[config.mk]
export PLATFORM = sky130hd
export DESIGN_NAME = buwsg_top
export DESIGN_NICKNAME = d
export VERILOG_FILES = /design/src/buwsg_pkg.sv /design/src/buwsg_top.sv /design/src/buwsg_preempt.sv
export SDC_FILE = /design/constraint.sdc
export NUM_CORES = 1
export LEC_CHECK = 0
export BUFFER_PORTS_ARGS = -buffer_cell sky130_fd_sc_hd__buf_2
export CELL_PAD_IN_SITES_DETAIL_PLACEMENT = 1
export CELL_PAD_IN_SITES_GLOBAL_PLACEMENT = 1
export CORE_MARGIN = 2
export CORE_UTILIZATION = 43
export CTS_CLUSTER_SIZE = 25
export DETAILED_ROUTE_END_ITERATION = 10
export PLACE_DENSITY_LB_ADDON = 0.1
export SETUP_SLACK_MARGIN = 0.2
export SLEW_MARGIN = 10
export SYNTH_ARGS = -nofsm -noshare
export SYNTH_HDL_FRONTEND = slang
export SYNTH_SLANG_ARGS = --single-unit
[constraint.sdc]
create_clock -name clk -period 5.6 [get_ports clk]
set_input_delay 0.84 -clock clk [delete_from_list [all_inputs] [get_ports clk]]
set_output_delay 0.84 -clock clk [all_outputs]
set_load 0.1 [all_outputs]
[src/buwsg_pkg.sv]
// Package: offsets, fields, reset values and types for the upstream window block
package buwsg_pkg;

    // Configuration dword offsets
    localparam logic [7:0] OFS_PREEMPT    = 8'h4c;
    localparam logic [7:0] OFS_WIN_LOW    = 8'h50;
    localparam logic [7:0] OFS_BASE_HIGH  = 8'h54;
    localparam logic [7:0] OFS_LIMIT_HIGH = 8'h58;
    localparam logic [7:0] OFS_EVT_MASK   = 8'h64;

    // Field positions
    localparam int PREEMPT_LSB   = 28;
    localparam int BASE_LSB      = 4;
    localparam int LIMIT_LSB     = 20;
    localparam int LIMIT_CAP_LSB = 16;
    localparam int GRAN_BITS     = 20;

    // Reset values and read-only contents
    localparam logic [3:0]  PREEMPT_RST  = 4'h0;
    localparam logic [11:0] BASE_RST     = 12'h000;
    localparam logic [11:0] LIMIT_RST    = 12'h000;
    localparam logic [3:0]  ADDR64_CAP   = 4'h1;
    localparam logic [31:0] HIGH_RST     = 32'h0000_0000;
    localparam logic [7:0]  MASK_RST     = 8'h00;
    localparam logic [7:0]  MASK_WR_BITS = 8'h7e;

    // Event indices in the mask register
    localparam int EVT_PW_PARITY   = 1;
    localparam int EVT_PW_NODELIV  = 2;
    localparam int EVT_PW_TABORT   = 3;
    localparam int EVT_PW_MABORT   = 4;
    localparam int EVT_DW_NODELIV  = 5;
    localparam int EVT_DR_NODATA   = 6;

    // Preemption delay decode limits
    localparam logic [6:0] PREEMPT_MAX_CYC = 7'h40;

    // Configuration access carrier
    typedef struct packed {
        logic        rd;      // Read strobe
        logic        wr;      // Write strobe
        logic [7:0]  addr;    // Dword-aligned offset
        logic [3:0]  be;      // Byte enables
        logic [31:0] wdata;   // Write data
    } buwsg_cfg_t;

    // Arbiter-side carrier from the secondary bus
    typedef struct packed {
        logic frame_start;    // Pulse when FRAME is first asserted
        logic frame_active;   // FRAME or transaction in progress
        logic other_req;      // Another master requests the bus
    } buwsg_arb_t;

endpackage

[src/buwsg_top.sv]
// Upstream window, preemption and system-error gating register bank
//
// Operation
// RULE1 - Preempt field 31:28; top bit disables
// RULE2 - Codes map to 0,1,2,4..64 clocks
// RULE3 - Window low nibbles read one: 64-bit
// RULE4 - Writable base bits 15:4, reset zero
// RULE5 - Writable limit bits 31:20, printed reset
// RULE6 - Upper 32 base bits register
// RULE7 - Upper 32 limit bits register
// RULE8 - Mask zero plus enable asserts error
// RULE9 - Bit 1 gates posted-write parity error
// RULE10 - Bit 2 gates posted-write non-delivery
// RULE11 - Bit 3 gates posted-write target abort
// RULE12 - Bit 4 gates posted-write master abort
// RULE13 - Bit 5 gates delayed-write non-delivery
// RULE14 - Bit 6 gates delayed-read no data
// RULE15 - Mask bits 0, 7 reserved zero
// RULE16 - Window enable confines upstream claims
// RULE17 - 1 MB granularity for window compare
// RULE18 - Elapsed delay plus request drops grant
`timescale 1ns/100ps
`default_nettype none
module buwsg_top
    import buwsg_pkg::*;
(
    input  wire logic        clk,                  // PCI clock, 125 MHz
    input  wire logic        rst_n,                // Chip reset, active low
    input  wire buwsg_cfg_t  cfg,                  // Configuration access
    output logic [31:0]      cfg_rdata,            // Read data
    input  wire logic        cmd_system_error_enable, // Command enable
    input  wire logic        win_enable,           // Upstream range enable
    input  wire logic        down_hit,             // In downstream window
    input  wire logic [63:0] up_addr,              // Secondary address
    output logic             up_claim,             // Forward upstream
    input  wire logic [7:0]  evt,                  // Error event pulses
    output logic             primary_system_error_out, // Error request
    input  wire buwsg_arb_t  arb,                  // Secondary bus state
    output logic             arb_preempt           // Deassert grant
);

    // Register map, one dword per offset:
    //   4c preemption nibble in bits 31:28
    //   50 base bits 15:4, limit bits 31:20
    //   54 and 58 upper halves of base and limit
    //   64 event mask, bits 6:1 writable
    // Writes land at the edge that takes the strobe; reads return
    // one cycle later from a register, so read data never hangs
    // combinationally on the strobe that asked for it.
    // Preemption: timer counts from frame start and drops the
    // grant once the delay is over and another master asks.
    // Error path: an unmasked event with the enable set raises
    // the request one cycle later.

    // Register state
    logic [3:0]  preempt_q;     // Preemption control
    logic [11:0] base_q;        // Base address bits 31:20
    logic [11:0] limit_q;       // Limit address bits 31:20
    logic [31:0] base_hi_q;     // Base address bits 63:32
    logic [31:0] limit_hi_q;    // Limit address bits 63:32
    logic [7:0]  mask_q;        // Event disable mask
    logic [31:0] rdata_q;       // Registered read data
    logic        serr_q;        // Registered error request

    // Write strobe per register
    // At most one is high, since offsets differ
    logic        wr_pre;        // Preemption register
    logic        wr_win;        // Base/limit low register
    logic        wr_bhi;        // Base upper register
    logic        wr_lhi;        // Limit upper register
    logic        wr_msk;        // Event mask register

    // Address match helper, used for every register
    // Offset bits 1:0 never decode; byte enables alone pick lanes
    // Shared by write strobes and read mux alike
    function automatic logic hit(input logic [7:0] a, input logic [7:0] o);
        return a[7:2] == o[7:2];
    endfunction

    // Byte-merge helper for byte-enabled writes
    // Lanes with enable low keep the old image, so a
    // partial write leaves other fields of the dword alone
    function automatic logic [31:0] merge(input logic [31:0] old,
                                          input logic [31:0] wd,
                                          input logic [3:0]  be);
        logic [31:0] r;
        r = old;
        for (int i = 0; i < 4; i++)
        begin
            if (be[i])
            begin
                r[i*8 +: 8] = wd[i*8 +: 8];
            end
        end
        return r;
    endfunction

    // Unmapped offsets match no strobe, so such
    // writes are simply ignored
    assign wr_pre = cfg.wr && hit(cfg.addr, OFS_PREEMPT);
    assign wr_win = cfg.wr && hit(cfg.addr, OFS_WIN_LOW);
    assign wr_bhi = cfg.wr && hit(cfg.addr, OFS_BASE_HIGH);
    assign wr_lhi = cfg.wr && hit(cfg.addr, OFS_LIMIT_HIGH);
    assign wr_msk = cfg.wr && hit(cfg.addr, OFS_EVT_MASK);

    // Current register images as read back
    // Shared by the read mux and the write merge
    logic [31:0] img_pre;       // Preemption dword
    logic [31:0] img_win;       // Base/limit low dword
    logic [31:0] img_msk;       // Mask dword

    // Only the top nibble is implemented in the preemption dword
    // Bits 27:0 have no storage and read zero
    assign img_pre = {preempt_q, 28'h0000000};
    // Capability nibbles are constant ones
    assign img_win = {limit_q, ADDR64_CAP, base_q, ADDR64_CAP};  // [RULE3]
    // Reserved mask bits never stored, read zero
    assign img_msk = {24'h000000, mask_q & MASK_WR_BITS};        // [RULE15]

    // Merged write values
    // Built from the read image, so read-only bits
    // merge as their fixed values and then drop out
    logic [31:0] nxt_pre;       // Preemption after write
    logic [31:0] nxt_win;       // Window low after write
    logic [31:0] nxt_bhi;       // Base upper after write
    logic [31:0] nxt_lhi;       // Limit upper after write
    logic [31:0] nxt_msk;       // Mask after write

    assign nxt_pre = merge(img_pre, cfg.wdata, cfg.be);
    assign nxt_win = merge(img_win, cfg.wdata, cfg.be);
    assign nxt_bhi = merge(base_hi_q, cfg.wdata, cfg.be);
    assign nxt_lhi = merge(limit_hi_q, cfg.wdata, cfg.be);
    assign nxt_msk = merge(img_msk, cfg.wdata, cfg.be);

    // Preemption control field
    // Only byte lane 3 reaches the stored nibble
    always_ff @(posedge clk)
    begin
        if (!rst_n)
        begin
            // Delay of zero after reset
            preempt_q <= PREEMPT_RST;                           // [RULE2]
        end
        else if (wr_pre)
        begin
            // Top nibble of the merged dword
            preempt_q <= nxt_pre[PREEMPT_LSB +: 4];             // [RULE1]
        end
    end

    // Lower window base and limit fields
    // Capability nibbles fall away from the merged value
    always_ff @(posedge clk)
    begin
        if (!rst_n)
        begin
            // Both fields clear at reset
            base_q  <= BASE_RST;                                // [RULE4]
            limit_q <= LIMIT_RST;                               // [RULE5]
        end
        else if (wr_win)
        begin
            // Fields taken from their byte lanes
            base_q  <= nxt_win[BASE_LSB +: 12];                 // [RULE4]
            limit_q <= nxt_win[LIMIT_LSB +: 12];                // [RULE5]
        end
    end

    // Upper base address dword
    // All 32 bits writable, byte lanes honoured
    always_ff @(posedge clk)
    begin
        if (!rst_n)
        begin
            // Window starts below 4 GB after reset
            base_hi_q <= HIGH_RST;                              // [RULE6]
        end
        else if (wr_bhi)
        begin
            // Merged dword as written
            base_hi_q <= nxt_bhi;                               // [RULE6]
        end
    end

    // Upper limit address dword
    // All 32 bits writable, byte lanes honoured
    always_ff @(posedge clk)
    begin
        if (!rst_n)
        begin
            // Limit below 4 GB after reset
            limit_hi_q <= HIGH_RST;                             // [RULE7]
        end
        else if (wr_lhi)
        begin
            // Merged dword as written
            limit_hi_q <= nxt_lhi;                              // [RULE7]
        end
    end

    // Event mask; reserved bits forced to zero
    // A stored one disables that event
    always_ff @(posedge clk)
    begin
        if (!rst_n)
        begin
            // Every event reports after reset
            mask_q <= MASK_RST;                                 // [RULE8]
        end
        else if (wr_msk)
        begin
            // Reserved bits dropped on the way in
            mask_q <= nxt_msk[7:0] & MASK_WR_BITS;              // [RULE15]
        end
    end

    // Read mux, registered; unmapped offsets read zero
    // Value stands until the next read strobe
    // Read and write in one cycle return the old value
    always_ff @(posedge clk)
    begin
        if (!rst_n)
        begin
            rdata_q <= 32'h0000_0000;
        end
        else if (cfg.rd)
        begin
            // Preemption nibble over zeros
            if (hit(cfg.addr, OFS_PREEMPT))
            begin
                rdata_q <= img_pre;
            end
            // Low window dword with fixed capability
            else if (hit(cfg.addr, OFS_WIN_LOW))
            begin
                rdata_q <= img_win;                             // [RULE3]
            end
            // Upper base half
            else if (hit(cfg.addr, OFS_BASE_HIGH))
            begin
                rdata_q <= base_hi_q;
            end
            // Upper limit half
            else if (hit(cfg.addr, OFS_LIMIT_HIGH))
            begin
                rdata_q <= limit_hi_q;
            end
            // Mask with reserved bits clear
            else if (hit(cfg.addr, OFS_EVT_MASK))
            begin
                rdata_q <= img_msk;
            end
            else
            begin
                rdata_q <= 32'h0000_0000;
            end
        end
    end

    // Read data straight from the flip-flop
    assign cfg_rdata = rdata_q;

    // Full 64-bit window bounds with 1 MB granularity
    // Both ends inclusive: base pads its low 20 bits with
    // zeros, limit with ones. A base above the limit
    // leaves the window empty and claims nothing.
    logic [63:0] win_lo;        // Lowest claimed address
    logic [63:0] win_hi;        // Highest claimed address
    logic        in_win;        // Address inside window

    assign win_lo = {base_hi_q, base_q, {GRAN_BITS{1'b0}}};     // [RULE17]
    assign win_hi = {limit_hi_q, limit_q, {GRAN_BITS{1'b1}}};   // [RULE17]
    // Unsigned compare across all 64 bits
    assign in_win = (up_addr >= win_lo) && (up_addr <= win_hi);

    // Claim selection by window enable
    // Clear: all outside the downstream window goes up
    always_comb
    begin
        if (win_enable)
        begin
            // Only the programmed range
            up_claim = in_win;                                  // [RULE16]
        end
        else
        begin
            // Complement of the downstream window
            up_claim = ~down_hit;                               // [RULE16]
        end
    end

    // Per-event gating of the system error request
    // Only positions 6:1 carry events
    logic [7:0] evt_pass;       // Events not disabled

    // One gate per event position
    genvar g;
    generate
        for (g = EVT_PW_PARITY; g <= EVT_DR_NODATA; g++)
        begin : g_gate
            // Mask bit clear lets the event through [RULE9] [RULE10]
            // Abort events share this gate [RULE11] [RULE12]
            assign evt_pass[g] = evt[g] & ~mask_q[g]; // [RULE13] [RULE14]
        end
    endgenerate
    // Reserved positions never pass
    assign evt_pass[0] = 1'b0;                                  // [RULE15]
    assign evt_pass[7] = 1'b0;                                  // [RULE15]

    // Registered error request, needs command enable too
    // High one cycle per event cycle; the pin driver inverts
    // it, and enable low holds it off whatever the mask says
    always_ff @(posedge clk)
    begin
        if (!rst_n)
        begin
            // No request during reset
            serr_q <= 1'b0;
        end
        else
        begin
            serr_q <= cmd_system_error_enable && (|evt_pass);   // [RULE8]
        end
    end

    // Request straight from the flip-flop
    assign primary_system_error_out = serr_q;

    // Preemption timer
    // Gets the stored nibble; decodes and gates it itself
    buwsg_preempt u_preempt
    (
        .clk     (clk),
        .rst_n   (rst_n),
        .code    (preempt_q),
        .arb     (arb),
        .preempt (arb_preempt)
    );

endmodule
`default_nettype wire

[src/buwsg_preempt.sv]
// Secondary arbiter preemption timer
`timescale 1ns/100ps
`default_nettype none
module buwsg_preempt
    import buwsg_pkg::*;
(
    input  wire logic       clk,          // PCI clock
    input  wire logic       rst_n,        // Synchronous reset, active low
    input  wire logic [3:0] code,         // Preemption control field
    input  wire buwsg_arb_t arb,          // Secondary bus activity
    output logic            preempt       // Drop current grant
);

    // Decode a preemption code into a cycle count
    function automatic logic [6:0] decode_delay(input logic [3:0] c);
        logic [6:0] r;
        r = 7'h00;
        unique case (c[2:0])
            3'h0: r = 7'h00;
            3'h1: r = 7'h01;
            3'h2: r = 7'h02;
            3'h3: r = 7'h04;
            3'h4: r = 7'h08;
            3'h5: r = 7'h10;
            3'h6: r = 7'h20;
            3'h7: r = PREEMPT_MAX_CYC;
        endcase
        return r;
    endfunction

    logic [6:0] cnt_q;     // Cycles since FRAME asserted
    logic       run_q;     // Timer running within a transaction
    logic [6:0] delay;     // Decoded delay
    logic       enabled;   // Preemption not switched off
    logic [6:0] elapsed;   // Cycles since FRAME asserted, zero in that cycle

    assign delay   = decode_delay(code);               // [RULE2]
    assign enabled = ~code[3];                         // [RULE1]
    assign elapsed = arb.frame_start ? 7'h00 : cnt_q;

    // Count cycles from FRAME assertion, saturating at PREEMPT_MAX_CYC
    always_ff @(posedge clk)
    begin
        if (!rst_n)
        begin
            cnt_q <= 7'h00;
            run_q <= 1'b0;
        end
        else if (arb.frame_start)
        begin
            cnt_q <= 7'h01;
            run_q <= 1'b1;
        end
        else if (!arb.frame_active)
        begin
            run_q <= 1'b0;
        end
        else if (run_q && cnt_q != PREEMPT_MAX_CYC)
        begin
            cnt_q <= cnt_q + 7'h01;
        end
    end

    // Remove grant once the delay elapsed and someone else waits
    assign preempt = enabled && arb.other_req
                     && (run_q || arb.frame_start)
                     && (elapsed >= delay);            // [RULE18]

endmodule
`default_nettype wire

**Word-level counts from Yosys, hierarchy flattened**

Memories as Yosys holds them, arrays and structs flattened. A register that Yosys moved wholly into a read port is not among the register bits.
Cells that the tools add are included.

- Input bits: 126
- Memories kept: 1
- Bits in read-only memories: 56
- Output and inout bits: 35
- Word-level logic and storage cells: 92
- Flip-flop bits (word level): 139

Memory list:

| name | depth | bits a word | read ports | clocked after Yosys merged registers in | write ports | line | RTL |
|---|---|---|---|---|---|---|---|
| (name not given) | 8 | 7 | 1 | 1 | 0 | buwsg_preempt.sv:18 | `unique case (c[2:0])` |

- Reductions and logical operators: 32
- Equality and inequality tests: 7
- Order comparisons: 3
- Multiplexer cells: 14
- Add/sub/neg operators: 1
- Bitwise gates (word level): 15

Operators with widths:

| cell | number |
|---|---|
| $mux 32 | 4 |
| $ge 64x64->1 | 1 |
| $le 64x64->1 | 1 |
| $reduce_and 2->1 | 16 |
| $eq 6x5->1 const B | 5 |
| $mux 7 | 2 |
| $logic_and 1x1->1 | 11 |
| $not 1->1 | 9 |
| $add 7x1->7 const B | 1 |
| $ge 7x7->1 | 1 |
| $ne 7x7->1 const B | 1 |
| $and 1x1->1 | 6 |
| $mux 1 | 6 |
| $mux 3 | 2 |
| $reduce_or 6->1 | 1 |
| $reduce_bool 2->1 | 2 |
| $ne 2x1->1 const B | 1 |
| $reduce_or 2->1 | 1 |
| $logic_or 1x1->1 | 1 |

**Logic depth before layout (Yosys ltp)**

- Word-level depth: 6
- Gate-level depth with buffers: 10
- Mapped depth without buffers: 9

**Modules after synthesis**

Synthesis repeated with hierarchy kept, for this count alone.

- Cells, all modules: 1051
- Area, all modules: 8728.4 um^2

By module, submodules not included:

| module | area each (um^2) | seq. area each (um^2) | instances | cells each |
|---|---|---|---|---|
| buwsg_top | 8100.3 | 2622.5 | 1 | 979 |
| buwsg_preempt | 628.1 | 160.2 | 1 | 72 |

**Worst setup path after synthesis**

Ideal clock, no wire load.

- Path type: input -> output
- Start: input port up_addr[53]
- End: output port up_claim
- Data arrival time: 4308 ps
- Path slack: 452 ps
- Buffers on the path: 0
- Data required time: 4760 ps
- Stages on the path: 7
- Cells stage by stage: ha_1 -> and4_1 -> nor4bb_1 -> nand2_1 -> nor2_1 -> a41oi_1 -> a222oi_1

- Longest elaborated chain between the ends: 3
- Elaborated cells on any way between the ends: 4
- Classes of those cells: 2 x order compare; 1 x mux; 1 x reduce/logical

Ends and longest elaborated chain:

| what | line | RTL |
|---|---|---|
| from (decl) | buwsg_top.sv:34 | `input wire logic [63:0] up_addr,` |
| $ge 64x64->1 / $le 64x64->1 (equally long branches) | buwsg_top.sv:274 | `assign in_win = (up_addr >= win_lo) && (up_addr <= win_hi);` |
| $logic_and 1x1->1 * | buwsg_top.sv:274 |  |
| $mux 1 * | buwsg_top.sv:280 | `if (win_enable)` |
| to (decl) | buwsg_top.sv:35 | `output logic up_claim,` |

Every way passes the cells marked *; elsewhere a longest branch is shown, timed or not.

**Worst setup path in the final report**

- Start: input port up_addr[54]
- End: output port up_claim

Same word-level chain as after synthesis.

==> flow_metrics.tcl <==
set metrics [dict create \
    dr.first_iter.drc_count 312 \
    hold_depth 2 \
    drt_drc_violations_left 0 \
    num_rows 52 \
    postCtsSetupBuffers 0 \
    path_common_cell "buf_2" \
    ios 161 \
    p_seq_share_pct 41.2 \
    synth_fp_nets 1289 \
    path_cells "buf_2, ha_1, and4_1, nor4bb_1, nand2_1, nor2_1, a41oi_1, a222oi_1, buf_2" \
    yosysTopAreaCellShare_pct 33.6 \
    numCtsBuffers 17 \
    fillers 2532 \
    ys_types 54 \
    critPathKind "in -> out" \
    slowest_stage "buf_2" \
    power.leakage_uw 0.00392 \
    cts_sinks 146 \
    cts_resized 0 \
    grt_first_pass_wirelength_mm 43.2 \
    async_reset_ff_share_pct 0 \
    die_h_um 146 \
    ctsHtreeMaxLevel 4 \
    hpwl_mm 20.1 \
    clockPowerShare_pct 48.3 \
    drt_first_pass_iters 5 \
    final_cell_mix "nand2_1, buf_2, dfxtp_1" \
    postSynthCellCount 1066 \
    r2r_start "u_preempt.cnt_q[0]$_SDFFE_PN0P_" \
    hold_class "reg -> reg" \
    worst_pin_slew_ns 0.925 \
    ir_drop_uv 192 \
    core-area_um2 20000 \
    fmax_mhz 247 \
    place.gp.congestion 0.826 \
    total_power_uw 2540 \
    tns_ns 0 \
    grt_pass1_vias 8180 \
    hold_buffers 0 \
    synth-main-ff-cell "dfxtp_1" \
    wl_mm 27.0 \
    layout_commonest_cell "nand2_1" \
    finalCritPeriodShare_pct 72.4 \
    ant_nets 0 \
    cts-root-buf "clkbuf_16" \
    grt_antenna_before_repair 1 \
    cts.clk_slew.worst_paths_ns 0.06 \
    ys_warn_count 0 \
    max-cap-violations 0 \
    reg2reg_slack_ns 4.20 \
    p_int_uw 1860 \
    finalMaxSlewViolations 0 \
    reg2reg_depth 5 \
    num_vias 7940 \
    cp_slowest_stage_delay_ns 0.50 \
    finClkSkew_ns 0.00770 \
    rsz0062_at_grt "false" \
    crit_arrival_ns 3.22 \
    status "finished, final reports clean" \
    end_kind "output port" \
    die-area_um2 21400 \
    power_switching_uw 680 \
    hp-start "limit_hi_q[0]$_SDFFE_PN0P_" \
    worstSkewPairLatency_ns 0.43 \
    synth_edf_count 0 \
    area_growth_pct 17.9 \
    p_sw_share_pct 26.8 \
    synthTopCellsByArea "dfxtp_1, ha_1, nand2_1" \
    tritoncts "yes" \
    layout.nets 1421 \
    routedWlPerCell_um 18.2 \
    port-buffer-count 156 \
    grt_util_all_layers_pct 25.7 \
    min_period_ns 4.06 \
    yosys.area.top_type "dfxtp_1" \
    syn_area_um2 8700 \
    ys_ff_latch 146 \
    avgSynthCellArea_um2 8.16 \
    cp_data_required_time_ns 4.76 \
    grt-ovfl-total 0 \
    drive_gt1_share_pct 17.4 \
    vias_per_cell 5.36 \
    fp.dieW_um 146 \
    hold-path-endpoint "limit_hi_q[0]$_SDFFE_PN0P_" \
    timing.rr.end "u_preempt.cnt_q[0]$_SDFFE_PN0P_" \
    p_per_area_nw_per_um2 248 \
    setup_viol 0 \
    hold_viol 0 \
    yosysSeqAreaShare_pct 33.6 \
    start_util_pct 43.4 \
    power_frac_comb_pct 10.5 \
    relSlewSlack_pct 38.4 \
    cp_max_fo 3 \
    critPathLaunchType "primary input" \
    clock_path_buffers 2 \
    grt_max_degree 70 \
]
state kept, by name, indices dropped and copies added (netlist names):
signal,count
primary_system_error_out,1
u_preempt.delay,7
cfg_rdata,32
preempt_q,4
base_hi_q,32
u_preempt.run_q,1
limit_q,12
base_q,12
limit_hi_q,32
mask_q,6
u_preempt.cnt_q,7
worst max-delay path: cells and delay by family:
kind | cells | cell delay (ns)
AO/OA/AOI/OAI | 2 | 0.39
buffers and inverters | 2 | 0.62
AND/OR/NAND/NOR | 4 | 1.04
adder cells (fa/ha/maj) | 1 | 0.32
cell type report:
type	instances	area, µm²	area share, %
antenna	1	2.50	0.0244
clock buffer	17	425	4.15
clock inverter	15	198	1.93
inverter	107	402	3.91
multi-input combinational	764	5140	50.1
sequential	146	2920	28.5
tap	270	338	3.29
timing repair buffer	162	828	8.07
power groups by stage:
| stage | clock network [µW] | registers, µW | logic (µW) |
|---|---|---|---|
| floorplan | 0 | 1090 | 129 |
| global placement | 0 | 1070 | 261 |
| detailed placement | 0 | 1070 | 266 |
| CTS | 1250 | 1050 | 269 |
| global route | 1290 | 1050 | 295 |
| finish | 1230 | 1050 | 268 |
through the flow:
| stage | hold WS (ns) | setup WS, ns | instances | util, % | instance area, µm² |
|---|---|---|---|---|---|
| 2_1_floorplan | 0.435 | 0.452 | 1066 | - | 8700 |
| 3_3_place_gp | 0.442 | 1.66 | 1449 | 48.1 | 9640 |
| 3_5_place_dp | 0.458 | 1.58 | 1449 | 48.1 | 9640 |
| 4_1_cts | 0.467 | 1.58 | 1481 | 51.2 | 10300 |
| 5_1_grt | 0.498 | 1.29 | 1482 | 51.2 | 10300 |
| 6_report | 0.468 | 1.54 | 1482 | 51.2 | 10300 |
logic make-up (layout without fill, tap and decap cells):
group,after synthesis,count (layout),synth area share (%)
other,0,1,0
buffers and inverters,156,301,7.28
adder cells (fa/ha/maj),97,97,13.9
AND/OR/NAND/NOR,386,386,22.1
XOR/XNOR,5,5,0.503
multiplexers,53,53,6.10
AO/OA/AOI/OAI,223,223,16.5
flip-flops,146,146,33.6
synth_stat cells, types with 2 or more instances:
cell type	count
and4_1	3
dfxtp_1	146
nand2b_1	7
a21oi_1	78
xnor2_1	2
nor2b_2	2
nor3_1	6
nand2_1	157
a2111oi_0	2
a211oi_1	5
buf_4	6
a21boi_1	64
nand2b_4	2
xor2_1	3
a221oi_1	4
mux2i_1	53
o21ai_0	20
nor2b_1	70
nor4_1	9
a31oi_1	9
o22ai_1	3
nand3_1	13
nand4_1	21
and3_1	13
nand3_2	7
a22oi_1	20
inv_1	106
nor2_1	67
a21o_1	8
buf_2	14
clkbuf_1	27
ha_1	97
worst max path at each step:
stage | start | to | cells after the start
finish | up_addr[54] | up_claim | 9
global route | up_addr[59] | up_claim | 9
CTS | up_addr[59] | up_claim | 9
detailed placement | up_addr[59] | up_claim | 9
global placement | up_addr[53] | up_claim | 10
floorplan | up_addr[53] | up_claim | 7
metal layers:
| layer | GRT usage, % | share of wire [%] | vias up |
|---|---|---|---|
| li1 | - | - | 3907 |
| met1 | 32.6 | 45 | 3871 |
| met2 | 45.2 | 49 | 141 |
| met3 | 4.75 | 3.8 | 21 |
| met4 | 6.50 | 1.6 | 0 |
| met5 | 0 | 0 | - |
Power figures use the tool's default switching activity.
